`config.mk`:
```
export PLATFORM = sky130hd
export DESIGN_NAME = mai_top
export DESIGN_NICKNAME = d
export VERILOG_FILES = /design/src/core/mai_pkg.sv /design/src/core/mai_sync.sv /design/src/core/mai_tap.sv /design/src/core/mai_top.sv
export SDC_FILE = /design/constraint.sdc
export NUM_CORES = 1
export LEC_CHECK = 0
export BUFFER_PORTS_ARGS = -buffer_cell sky130_fd_sc_hd__clkbuf_2
export CAP_MARGIN = 10
export CORE_UTILIZATION = 50
export DETAILED_ROUTE_END_ITERATION = 10
export PLACE_DENSITY = 0.72
export SLEW_MARGIN = 25
export SYNTH_ARGS = -nofsm -noshare
export SYNTH_HDL_FRONTEND = slang
export SYNTH_SLANG_ARGS = --single-unit
```
`constraint.sdc`:
```
create_clock -name clk_sys -period 1.8 [get_ports clk_sys]
set_input_delay 0.27 -clock clk_sys [delete_from_list [all_inputs] [get_ports clk_sys]]
set_output_delay 0.27 -clock clk_sys [all_outputs]
set_load 0.05 [all_outputs]
```
`src/core/mai_pkg.sv`:
```
// Package for the multidrop address interrogation block: opcodes, widths,
// reset values, state encodings and the backplane pin bundle.
// Assumes every user imports the whole package.
package mai_pkg;

   // Instruction and slot widths
   localparam int IR_LEN = 8;
   localparam int SLOT_W = 7;
   localparam int CNT_W = 4;

   // Opcodes seen at Update-IR
   localparam logic [IR_LEN-1:0] INTERROG_OP = 8'h3A;
   localparam logic [IR_LEN-1:0] RETURN_TO_WAIT_OP = 8'hFE;
   localparam logic [IR_LEN-1:0] BROADCAST_OP = 8'h8F;
   // Multicast groups share the upper six bits, low two bits pick the group
   localparam logic [IR_LEN-3:0] MULTICAST_BASE = 6'h23;

   // Capture-IR pattern outside interrogation: low two bits fixed, rest zero
   localparam logic [IR_LEN-1:0] CAPTURE_PAT = 8'h01;
   // Top bit of the presented address, above the slot pins
   localparam logic PAD_BIT = 1'b1;
   localparam logic [CNT_W-1:0] LAST_BIT = 4'h7;

   // Reset values
   localparam logic [IR_LEN-1:0] SHIFT_RST = 8'h00;
   localparam logic [IR_LEN-1:0] ADDR_RST = 8'h00;
   localparam logic [CNT_W-1:0] CNT_RST = 4'h0;

   // Backplane test pins as seen by the block
   typedef struct packed {
      logic tck;
      logic tms;
      logic tdi;
      logic trst_n;
      logic tdo_line;
   } mai_pins_type;
   localparam int PINS_W = 5;

   // Standard TAP controller states
   typedef enum logic [3:0] {
      TAP_RESET = 4'h0,
      TAP_IDLE = 4'h1,
      TAP_SEL_DR = 4'h3,
      TAP_CAP_DR = 4'h2,
      TAP_SHIFT_DR = 4'h6,
      TAP_EXIT1_DR = 4'h7,
      TAP_PAUSE_DR = 4'h5,
      TAP_EXIT2_DR = 4'h4,
      TAP_UPD_DR = 4'hC,
      TAP_SEL_IR = 4'hD,
      TAP_CAP_IR = 4'hF,
      TAP_SHIFT_IR = 4'hE,
      TAP_EXIT1_IR = 4'hA,
      TAP_PAUSE_IR = 4'hB,
      TAP_EXIT2_IR = 4'h9,
      TAP_UPD_IR = 4'h8
   } mai_tap_type;

   // Selection states of the bridge
   typedef enum logic [2:0] {
      SEL_WAIT_ADDR = 3'h0,
      SEL_INTERROG = 3'h1,
      SEL_WAIT_NEXT = 3'h3,
      SEL_WAIT_RESET = 3'h2,
      SEL_UNSEL = 3'h6,
      SEL_SINGLE = 3'h7,
      SEL_MULTI = 3'h5
   } mai_sel_type;

endpackage

```
`src/core/mai_sync.sv`:
```
// Two-stage synchroniser for a bundle of pin levels.
// Assumes the inputs are asynchronous levels; only the second stage reads the first.
`timescale 1ns/10ps
module mai_sync
   import mai_pkg::*;
#(
   parameter int W = 1
) (
   input wire logic clk_sys,
   input wire logic rst,
   input wire logic [W-1:0] async_in,
   output logic [W-1:0] sync_out
);
   logic [W-1:0] meta_ff;
   logic [W-1:0] sync_ff;

   // First stage feeds only the second
   always_ff @(posedge clk_sys) begin
      if (rst) begin
         meta_ff <= '0;
         sync_ff <= '0;
      end else begin
         meta_ff <= async_in;
         sync_ff <= meta_ff;
      end
   end

   assign sync_out = sync_ff;
endmodule

```
`src/core/mai_tap.sv`:
```
// TAP controller for the backplane port, stepped on sampled test-clock rises.
// Assumes tck_rise is a one-cycle pulse and tms is already synchronised.
`timescale 1ns/10ps
module mai_tap
   import mai_pkg::*;
(
   input wire logic clk_sys,
   input wire logic rst,
   input wire logic tck_rise,
   input wire logic tms,
   output mai_tap_type tap_ff
);
   mai_tap_type nxt_tap;

   // Standard 16-state transition table
   always_comb begin
      unique case (tap_ff)
         TAP_RESET: nxt_tap = tms ? TAP_RESET : TAP_IDLE;
         TAP_IDLE: nxt_tap = tms ? TAP_SEL_DR : TAP_IDLE;
         TAP_SEL_DR: nxt_tap = tms ? TAP_SEL_IR : TAP_CAP_DR;
         TAP_CAP_DR: nxt_tap = tms ? TAP_EXIT1_DR : TAP_SHIFT_DR;
         TAP_SHIFT_DR: nxt_tap = tms ? TAP_EXIT1_DR : TAP_SHIFT_DR;
         TAP_EXIT1_DR: nxt_tap = tms ? TAP_UPD_DR : TAP_PAUSE_DR;
         TAP_PAUSE_DR: nxt_tap = tms ? TAP_EXIT2_DR : TAP_PAUSE_DR;
         TAP_EXIT2_DR: nxt_tap = tms ? TAP_UPD_DR : TAP_SHIFT_DR;
         TAP_UPD_DR: nxt_tap = tms ? TAP_SEL_DR : TAP_IDLE;
         TAP_SEL_IR: nxt_tap = tms ? TAP_RESET : TAP_CAP_IR;
         TAP_CAP_IR: nxt_tap = tms ? TAP_EXIT1_IR : TAP_SHIFT_IR;
         TAP_SHIFT_IR: nxt_tap = tms ? TAP_EXIT1_IR : TAP_SHIFT_IR;
         TAP_EXIT1_IR: nxt_tap = tms ? TAP_UPD_IR : TAP_PAUSE_IR;
         TAP_PAUSE_IR: nxt_tap = tms ? TAP_EXIT2_IR : TAP_PAUSE_IR;
         TAP_EXIT2_IR: nxt_tap = tms ? TAP_UPD_IR : TAP_SHIFT_IR;
         TAP_UPD_IR: nxt_tap = tms ? TAP_SEL_DR : TAP_IDLE;
      endcase
   end

   // Moves only on a test-clock rise
   always_ff @(posedge clk_sys) begin
      if (rst) begin
         tap_ff <= TAP_RESET;
      end else if (tck_rise) begin
         tap_ff <= nxt_tap;
      end
   end
endmodule

```
`src/core/mai_top.sv`:
```
// Address interrogation logic of a multidrop backplane scan bridge.
// Assumes backplane pins arrive asynchronously; the test clock is sampled
// by clk_sys and its edges found here. The serial output line is resolved
// outside: a driven one is weak, a driven zero is strong.
`timescale 1ns/10ps
// Contract
// - From waiting for an address the selection moves to unselected, single, multi/broadcast or interrogation.
// - After reset or return-to-wait, Capture-IR loads a pattern whose two low bits are 01.
// - An interrogation opcode seen at Update-IR is copied into the address register.
// - The next Capture-IR in interrogation loads the inverse of the slot address pins.
// - During Shift-IR each driven bit is compared with the level seen on the output line.
// - A full address shifted without mismatch releases the output and goes to wait-for-reset at Update-IR.
// - A mismatch releases the output until the next shift, then the address is presented again.
// - A device that lost goes to wait-for-next-interrogation and joins the next instruction shift.
// - The output line is a wired-AND: a one is driven weakly and any zero wins.
// - Bits go least significant first on both the serial input and the output.
// - Any other opcode loaded during interrogation returns the device to waiting for an address.
// - The active-low backplane test reset returns everything to the power-up state.
module mai_top
   import mai_pkg::*;
(
   input wire logic clk_sys,
   input wire logic rst,
   input mai_pins_type bp_pins,
   input wire logic [SLOT_W-1:0] slot_addr,
   output logic tdo_b_o,
   output logic tdo_b_oe,
   output mai_sel_type sel_state,
   output logic [IR_LEN-1:0] ir_value,
   output logic [IR_LEN-1:0] addr_value
);
   mai_pins_type pins_s;
   logic [SLOT_W-1:0] slot_s;
   mai_tap_type tap;
   logic tck_d_ff;
   logic tck_rise;
   logic tck_fall;
   logic int_rst;
   logic upd_ir;
   logic in_interrog;
   logic mismatch;
   logic [IR_LEN-1:0] shift_ff;
   logic [IR_LEN-1:0] ir_ff;
   logic [IR_LEN-1:0] addr_ff;
   logic [CNT_W-1:0] cnt_ff;
   logic contest_ff;
   logic won_ff;
   logic lost_ff;
   logic tdo_bit_ff;
   logic drive_ff;
   mai_sel_type sel_ff;
   mai_sel_type nxt_sel;

   // Pins and slot straps cross into clk_sys
   mai_sync #(.W(PINS_W)) u_pin_sync (
      .clk_sys(clk_sys),
      .rst(rst),
      .async_in(bp_pins),
      .sync_out(pins_s)
   );

   mai_sync #(.W(SLOT_W)) u_slot_sync (
      .clk_sys(clk_sys),
      .rst(rst),
      .async_in(slot_addr),
      .sync_out(slot_s)
   );

   // Test-clock edge finder on the synchronised level
   always_ff @(posedge clk_sys) begin
      if (rst) begin
         tck_d_ff <= 1'b0;
      end else begin
         tck_d_ff <= pins_s.tck;
      end
   end

   assign tck_rise = pins_s.tck & ~tck_d_ff;
   assign tck_fall = ~pins_s.tck & tck_d_ff;
   // Pin reset or TAP reset both restore power-up state
   assign int_rst = rst | ~pins_s.trst_n | (tap == TAP_RESET);

   mai_tap u_tap (
      .clk_sys(clk_sys),
      .rst(rst | ~pins_s.trst_n),
      .tck_rise(tck_rise),
      .tms(pins_s.tms),
      .tap_ff(tap)
   );

   assign upd_ir = tck_fall & (tap == TAP_UPD_IR);
   assign in_interrog = (sel_ff == SEL_INTERROG) | (sel_ff == SEL_WAIT_NEXT);
   // Line sampled a half test-clock after the bit was launched
   assign mismatch = contest_ff & (pins_s.tdo_line != tdo_bit_ff);

   // Instruction shift register: capture, then LSB-first shift
   always_ff @(posedge clk_sys) begin
      if (int_rst) begin
         shift_ff <= SHIFT_RST;
      end else if (tck_rise && tap == TAP_CAP_IR) begin
         if (in_interrog) begin
            shift_ff <= {PAD_BIT, ~slot_s};
         end else begin
            shift_ff <= CAPTURE_PAT;
         end
      end else if (tck_rise && tap == TAP_SHIFT_IR) begin
         shift_ff <= {pins_s.tdi, shift_ff[IR_LEN-1:1]};
      end
   end

   // Instruction and address registers taken at Update-IR
   always_ff @(posedge clk_sys) begin
      if (int_rst) begin
         ir_ff <= ADDR_RST;
         addr_ff <= ADDR_RST;
      end else if (upd_ir) begin
         ir_ff <= shift_ff;
         if (shift_ff == INTERROG_OP) begin
            addr_ff <= shift_ff;
         end
      end
   end

   // Contest tracking over one instruction shift
   always_ff @(posedge clk_sys) begin
      if (int_rst) begin
         contest_ff <= 1'b0;
         won_ff <= 1'b0;
         lost_ff <= 1'b0;
         cnt_ff <= CNT_RST;
      end else if (tck_rise && tap == TAP_CAP_IR) begin
         // Every contender, including earlier losers, rejoins here
         contest_ff <= in_interrog && ir_ff == INTERROG_OP;
         won_ff <= 1'b0;
         lost_ff <= 1'b0;
         cnt_ff <= CNT_RST;
      end else if (tck_rise && tap == TAP_SHIFT_IR && contest_ff) begin
         if (mismatch) begin
            contest_ff <= 1'b0;
            lost_ff <= 1'b1;
         end else if (cnt_ff == LAST_BIT) begin
            contest_ff <= 1'b0;
            won_ff <= 1'b1;
         end else begin
            cnt_ff <= cnt_ff + 4'h1;
         end
      end
   end

   // Output launched on the falling edge; released at once when out of contest
   always_ff @(posedge clk_sys) begin
      if (int_rst) begin
         tdo_bit_ff <= 1'b1;
         drive_ff <= 1'b0;
      end else if (tck_rise && tap == TAP_SHIFT_IR && contest_ff && (mismatch || cnt_ff == LAST_BIT)) begin
         drive_ff <= 1'b0;
      end else if (tck_fall) begin
         tdo_bit_ff <= shift_ff[0];
         drive_ff <= contest_ff && tap == TAP_SHIFT_IR;
      end
   end

   // Selection state machine, decided at Update-IR
   always_comb begin
      nxt_sel = sel_ff;
      if (upd_ir) begin
         if (shift_ff == RETURN_TO_WAIT_OP) begin
            nxt_sel = SEL_WAIT_ADDR;
         end else begin
            unique case (sel_ff)
               SEL_WAIT_ADDR: begin
                  if (shift_ff == INTERROG_OP) begin
                     nxt_sel = SEL_INTERROG;
                  end else if (shift_ff == {1'b0, slot_s}) begin
                     nxt_sel = SEL_SINGLE;
                  end else if (shift_ff == BROADCAST_OP || shift_ff[IR_LEN-1:2] == MULTICAST_BASE) begin
                     nxt_sel = SEL_MULTI;
                  end else begin
                     nxt_sel = SEL_UNSEL;
                  end
               end
               SEL_INTERROG, SEL_WAIT_NEXT: begin
                  if (shift_ff != INTERROG_OP) begin
                     nxt_sel = SEL_WAIT_ADDR;
                  end else if (won_ff) begin
                     nxt_sel = SEL_WAIT_RESET;
                  end else begin
                     nxt_sel = SEL_WAIT_NEXT;
                  end
               end
               SEL_WAIT_RESET: nxt_sel = SEL_WAIT_RESET;
               SEL_UNSEL, SEL_SINGLE, SEL_MULTI: nxt_sel = sel_ff;
               default: nxt_sel = SEL_WAIT_ADDR;
            endcase
         end
      end
   end

   always_ff @(posedge clk_sys) begin
      if (int_rst) begin
         sel_ff <= SEL_WAIT_ADDR;
      end else begin
         sel_ff <= nxt_sel;
      end
   end

   assign tdo_b_o = tdo_bit_ff;
   assign tdo_b_oe = drive_ff;
   assign sel_state = sel_ff;
   assign ir_value = ir_ff;
   assign addr_value = addr_ff;
endmodule

```
======== After elaboration in Yosys (flattened, before gate mapping) ========
Cells that the tools add are included.
operators by class
  multiply operators ...................... 0
  divide/modulo/power cells ............... 0
  reductions and logical operators ........ 26
  add/subtract/negate cells ............... 1
  equal/unequal tests ..................... 31
  shift operators ......................... 0
  muxes and demuxes ....................... 27
  order comparisons ....................... 0
  bitwise gates (word level) .............. 14
operators by type and width
  kind                  number
  $pmux W4 S12          1
  $eq A4 B4 Y1 const B  8
  $mux W8               3
  $eq A4 B3 Y1 const B  5
  $eq A8 B6 Y1 const B  2
  $eq A8 B8 Y1 const B  2
  $mux W4               4
  $mux W2               6
  $mux W3               4
  $pmux W3 S4           1
  $reduce_or A2 Y1      5
  $eq A3 B3 Y1 const B  3
  $eq A4 B2 Y1 const B  2
  $eq A8 B7 Y1          1
  $mux W1               8
  $ne A8 B6 Y1 const B  1
  $reduce_and A2 Y1     4
  $not A7 Y7            1
  $eq A3 B2 Y1 const B  2
  $eq A6 B6 Y1 const B  1
  $logic_and A1 B1 Y1   6
  $not A1 Y1            6
  $reduce_and A3 Y1     2
  $reduce_or A3 Y1      2
  12 further kinds      19
word-level totals
  memories kept ........................... 0
  logic and storage cells ................. 114
  latch bits .............................. 0
  ROM bits ................................ 0
  output and inout bits ................... 21
  RAM bits ................................ 0
  register bits ........................... 64
  bits of input ports ..................... 14

======== Logic depth before layout (Yosys ltp) ========
Gate-level depths: netlist (run 1).
  depth in word-level cells ............... 7
  mapped depth ............................ 7
  gate-level depth less buffers ........... 6

======== Hierarchy ========
From an unflattened synthesis (run 1), not the netlist that was laid out.
second synthesis, totals
  cell total of the unflattened synthesis .. 293
  area total of the unflattened synthesis .. 2677.6 um^2
by module, submodules not included
  module                   seq. area each (um^2)  cells each  area each (um^2)  instances
  mai_top                  720.7                  200         1656.6            1
  mai_sync at u_slot_sync  280.3                  29          407.9             1
  mai_tap                  80.1                   44          350.3             1
  mai_sync at u_pin_sync   200.2                  20          262.8             1

======== Worst setup path before layout (run 1) ========
No wires, ideal clock.
  kind .................................... reg2reg
  from .................................... register shift_ff[0]
  to ...................................... register addr_ff[0], in the netlist addr_value[0]
  arrival ................................. 1.387 ns
  path buffers ............................ 0
  period minus slack after synthesis ...... 1.502 ns
  setup time .............................. 0.115 ns
  required time ........................... 1.685 ns
  slack ................................... 0.298 ns
  cell stages (with the launch flop) ...... 6
  path through ............................ dfxtp_1 nand4b_1 or4_4 nor2_8 nor2_2 and2_1
on the way
  word-level cells in the longest chain between the ends .. 2
ends and longest elaborated chain
  element                             RTL line        text
  start, declared                     mai_top.sv:42   logic [IR_LEN-1:0] shift_ff;
  start signal, assigned              mai_top.sv:102  shift_ff <= {PAD_BIT, ~slot_s};
  start signal, assigned              mai_top.sv:107  shift_ff <= {pins_s.tdi, shift_ff[IR_LEN-1:1]};
  $eq A8 B6 Y1                        mai_top.sv:118  if (shift_ff == INTERROG_OP) begin
  $reduce_and A2 Y1 (no source line)  n/a
  end signal, assigned                mai_top.sv:119  addr_ff <= shift_ff;
  end, declared                       mai_top.sv:44   logic [IR_LEN-1:0] addr_ff;
Several ways; a longest one is shown, not always the timed one.
A chain may end at the register's enable or synchronous reset.

======== Final worst setup path (run 1) ========
  from .................................... register shift_ff[3]
  to ...................................... register addr_ff[2], in the netlist addr_value[2]
on the way
  word-level cells in the longest chain between the ends .. 2
ends and longest elaborated chain
  element                             RTL line
  $eq A8 B6 Y1                        mai_top.sv:118
  $reduce_and A2 Y1 (no source line)  n/a
No other way between the ends.

==> run metrics, run 1 <==
status=finished, final reports clean; share of power burned in registers=0.503; Global Route Usage Sum=0.201; die area=5540 um2; post-synthesis sequential area ratio=0.488; Synth Flop Type=dfxtp_1; hold buffers post-CTS=0; grt ovf=0; Net Switching=0.619 mW; vias in the first global route=1,784; Area Overhead vs Synth=20.0%; setup TNS=0 ns; max frequency=610 MHz; hold_ws=0.125 ns; Power Internal=2.27 mW; worst path cell trace=or2b_1 > or4_4 > nor2_8 > nor2_2 > and2_1; count of final setup violators=0; most frequent cell after synthesis=dfxtp_1; die width=74.5 um; max_cap viols=0; CP max stage delay=0.50 ns; Sw Ratio=0.214; WP data required=2.04 ns; DRT Wirelength=4980 um; CP delay by family, top=simple AND/OR/NAND/NOR gates; Longest Clk Path Bufs=2; diode count=0; core area=5070 um2; register bit count reported by yosys=64; antenna-violating nets left=0; CP max FO=5; Syn Inst Count=290; largest net degree at the start of global routing=26; die height=74.5 um; Initial DRC Count=132; CTS tree=yes; post-DP HPWL=3400 um; first-pass GRT wire length=8200 um; cell taking the most area after synthesis=dfxtp_1; post-cts sizing count=0; layout cell share with drive strength beyond 1=0.219; Worst Hold Class=input port to flop; Max-slew headroom=0.732; Final min period=1.64 ns; post-synthesis net count=305; Final Hold Violating Endpoints=0; Clock power frac=0.475; measured slew at the worst slew-check pin=0.402 ns; Cell Pwr Density=917 nW/um2; top post-synthesis cells by count=dfxtp_1 (64), nor2_1 (43), nor2b_1 (28); CP Class=flop to flop; largest cells by area after synthesis=dfxtp_1 (49%), nor2b_1 (6.7%), nor2_1 (6.1%); number of pins with negative max-slew slack in the final report=0; Comb power frac=0.022; Remaining DRCs=0; number of flops mapped to enable cells by yosys=0; Yosys top cell area share=0.488; root buffer cell=clkbuf_8; io pins=35; Yosys cell types=49; TritonCTS buffer count=9; Initial Utilization=0.517; syn avg cell area=9.05 um2; Max stage delay cell, worst path=or4_4; IO buf count=34; IR Drop Worst-Case VDD=0.000794 V; Syn Std Cell Area=2630 um2; crit path DAT=1.88 ns; Worst setup SP type=flop; CTS Sinks=64; GPL Wtd Cong=0.900; Synth Warn #=0; Vias=2,103; Post-CTS Setup Bufs=0; Worst Path Buf+Inv=0; final layout net count=348; Wirelength per Cell=12.2 um; Finished Core Util=0.621; Reg clk slew, reported paths=0.08 ns; Static Leak=1.17 nW; Critical Path End Type=flop; Power, Total=2.89 mW; Synth async-reset ratio=0; Period Utilization, post-route=0.911; drt first pass iters=4; drt via density=5.15; num rows=26; Worst-Skew Late Latency=0.35 ns; H-tree depth=3; RSZ-0062 raised after global routing=no; Fin Clk Skew=0.0109 ns; initial antenna violation count=0
[cell type report]
cell class,instances,area [um2]
Fill cell,467,1920
Timing Repair Buffer,46,273
Multi-Input combinational cell,204,1250
Sequential cell,64,1280
Clock inverter,7,101
Clock buffer,9,124
Inverter,8,30.0
Tap cell,70,87.6
[state kept, by name (all words and copies together) (netlist names), 3 cells and up]
name,cells
shift_ff,8
addr_value,8
u_tap.tap_ff,4
u_slot_sync.sync_out,7
u_pin_sync.meta_ff,5
cnt_ff,4
u_pin_sync.sync_out,5
ir_value,8
u_slot_sync.meta_ff,7
sel_state,3
[layout by cell type, fill, tap and decap left out, types with 4 or more instances in the layout]
cell	instances
nand2_1	12
clkbuf_8	9
nor3_1	4
dfxtp_1	64
inv_1	8
clkbuf_2	34
mux2i_1	5
nor2_1	43
o21ai_0	14
and2_1	4
buf_4	11
a21oi_1	19
xnor2_1	8
o221ai_1	6
a31oi_1	4
xor2_1	4
nand4_1	4
nand2b_1	4
nor2b_1	28
nand3_1	8
[metrics by stage]
stage          std cells  cell area (um2)  setup slack, ns
6_report             408             3150            0.159
2_1_floorplan        290             2630            0.298
3_5_place_dp         392             2930            0.170
5_1_grt              408             3150           0.0699
3_3_place_gp         392             2930            0.229
4_1_cts              408             3150            0.157
[kinds of logic after synthesis]
kind of cell | Yosys count | share of synthesized area
xor gates and xnor gates | 12 | 0.0400
buffers and inverters | 22 | 0.0343
adders and majority gates | 1 | 0.00477
muxes | 5 | 0.0191
DFF | 64 | 0.488
AOI/OAI and AO/OA | 58 | 0.142
and+or+nand+nor | 128 | 0.272
[metal layers]
metal  GRT usage  up-vias  share of wire
li1            -     1085              -
met1       0.262      939           0.49
met2       0.300       69           0.44
met3      0.0528       10          0.051
met4       0.113        0          0.023
met5           0        -              0
[path summary, 6_finish.rpt]
| path | slack (ns) | from | depth (start not counted) | endpoint |
|---|---|---|---|---|
| worst max register to register | 0.16 | shift_ff[3] | 5 | addr_value[2] |
| worst min-delay path | 0.13 | slot_addr[3] | 2 | u_slot_sync.meta_ff[3] |
| worst max-delay path | 0.16 | shift_ff[3] | 5 | addr_value[2] |
| worst min register to register | 0.44 | u_pin_sync.meta_ff[2] | 1 | u_pin_sync.sync_out[2] |
[power groups by stage]
stage          Sequential [mW]  Clock [mW]  Combinational, mW
2_1_floorplan             1.48           0             0.0445
3_3_place_gp              1.49           0             0.0629
3_5_place_dp              1.49           0             0.0639
4_1_cts                   1.45        1.41             0.0640
5_1_grt                   1.46        1.47             0.0723
6_report                  1.45        1.37             0.0634
No activity file was read; power rests on OpenSTA's default activity.
==> run 2: changes to the inputs <==
--- a/config.mk
+++ b/config.mk
@@ -7,9 +7,9 @@
 export LEC_CHECK = 0
 export BUFFER_PORTS_ARGS = -buffer_cell sky130_fd_sc_hd__clkbuf_2
 export CAP_MARGIN = 10
-export CORE_UTILIZATION = 50
+export CORE_UTILIZATION = 45
 export DETAILED_ROUTE_END_ITERATION = 10
-export PLACE_DENSITY = 0.72
+export PLACE_DENSITY = 0.66
 export SLEW_MARGIN = 25
 export SYNTH_ARGS = -nofsm -noshare
 export SYNTH_HDL_FRONTEND = slang
==> run metrics, run 2 (same netlist as run 1, synthesis figures left out) <==
Max-slew headroom=0.718; post-cts sizing count=0; worst reg2reg path startpoint=shift_ff[5]; Period Utilization, post-route=0.910; first-pass GRT wire length=8890 um; TritonCTS buffer count=9; io pins=35; Final min period=1.64 ns; Cell Pwr Density=927 nW/um2; Finished Core Util=0.568; vias in the first global route=1,964; crit path from=shift_ff[5]; max frequency=611 MHz; Power, Total=2.94 mW; worst path cell trace=nand4b_1 > or4_4 > nor2_8 > nor2_2 > and2_1; Initial DRC Count=61; die width=78.4 um; largest net degree at the start of global routing=26; Critical Path End Type=flop; drt via density=5.15; crit path DAT=1.86 ns; Final Hold Violating Endpoints=0; Initial Utilization=0.471; Static Leak=1.17 nW; Global Route Usage Sum=0.190; Vias=2,113; num rows=27; Area Overhead vs Synth=20.7%; CP Class=flop to flop; # fillers=504; post-DP HPWL=3530 um; antenna-violating nets left=0; setup TNS=0 ns; Max stage delay cell, worst path=or4_4; RSZ-0062 raised after global routing=no; most frequent cells in the layout=dfxtp_1 (64), nor2_1 (43), clkbuf_2 (34); Fin Clk Skew=0.00721 ns; H-tree depth=3; Wirelength per Cell=12.1 um; hold buffers post-CTS=0; core area=5570 um2; most common cell after layout, fill and taps aside=dfxtp_1; status=finished, final reports clean; CP delay by family, top=simple AND/OR/NAND/NOR gates; CTS tree=yes; Remaining DRCs=0; IR Drop Worst-Case VDD=0.000611 V; die height=78.4 um; Worst Hold Class=input port to flop; layout cell share with drive strength beyond 1=0.219; CP max FO=5; Worst-Skew Late Latency=0.34 ns; count of final setup violators=0; GPL Wtd Cong=0.797; number of pins with negative max-slew slack in the final report=0; diode count=0; CP max stage delay=0.58 ns; IO buf count=34; CTS Sinks=64; grt ovf=0; WP data required=2.02 ns; die area=6140 um2; root buffer cell=clkbuf_8; area of the multi-input gates=1250 um2; DRT Wirelength=4970 um; Reg area=1280 um2; drt first pass iters=4; Worst Path Buf+Inv=0; final layout net count=348; Hold Crit Start=bp_pins[3]; initial antenna violation count=0; max_cap viols=0; Worst setup SP type=flop; Reg clk slew, reported paths=0.07 ns; Post-CTS Setup Bufs=0; measured slew at the worst slew-check pin=0.423 ns; Longest Clk Path Bufs=2
-- run 2: report_power, final --
| group | internal, mW | switching (mW) | total (mW) |
|---|---|---|---|
| Combinational | 0.0354 | 0.0277 | 0.0631 |
| Sequential | 1.44 | 0.0126 | 1.45 |
| Clock | 0.893 | 0.525 | 1.42 |
-- run 2: through the flow --
step	setup slack, ns	cells	hold slack, ns	area, um2
after CTS	0.159	410	0.123	3170
after global routing	0.0475	410	0.133	3170
final	0.162	410	0.141	3170
after floorplan	0.298	290	0.342	2630
after global placement	0.225	394	0.417	2930
after detailed placement	0.177	394	0.423	2930
-- run 2: final timing paths --
check | to | slack (ns) | cells after the start
setup / recovery | addr_value[7] | 0.16 | 5
hold / removal | u_pin_sync.meta_ff[3] | 0.14 | 2
setup reg to reg | addr_value[7] | 0.16 | 5
hold reg to reg | u_pin_sync.sync_out[4] | 0.43 | 1
-- run 2: worst reg2reg max path: cells and delay by family (launching register included) --
| family | cells | cell delay (ns) |
|---|---|---|
| flops | 1 | 0.42 |
| simple gates | 5 | 1.11 |
-- run 2: per-layer routing --
metal,routed length [um],up-vias,share of wire,global-route usage
met3,233,11,0.047,0.0616
li1,-,1087,-,-
met5,0,-,0,0
met1,2450,964,0.49,0.234
met4,116,0,0.023,0.122
met2,2160,51,0.44,0.285
-- run 2: area by class of cell --
class,instances,area share
clock buffer,12,0.0521
clock inverter,4,0.0237
inverter,8,0.00948
multi-input combinational,204,0.396
sequential,64,0.404
tap,72,0.0284
timing repair buffer,46,0.0861
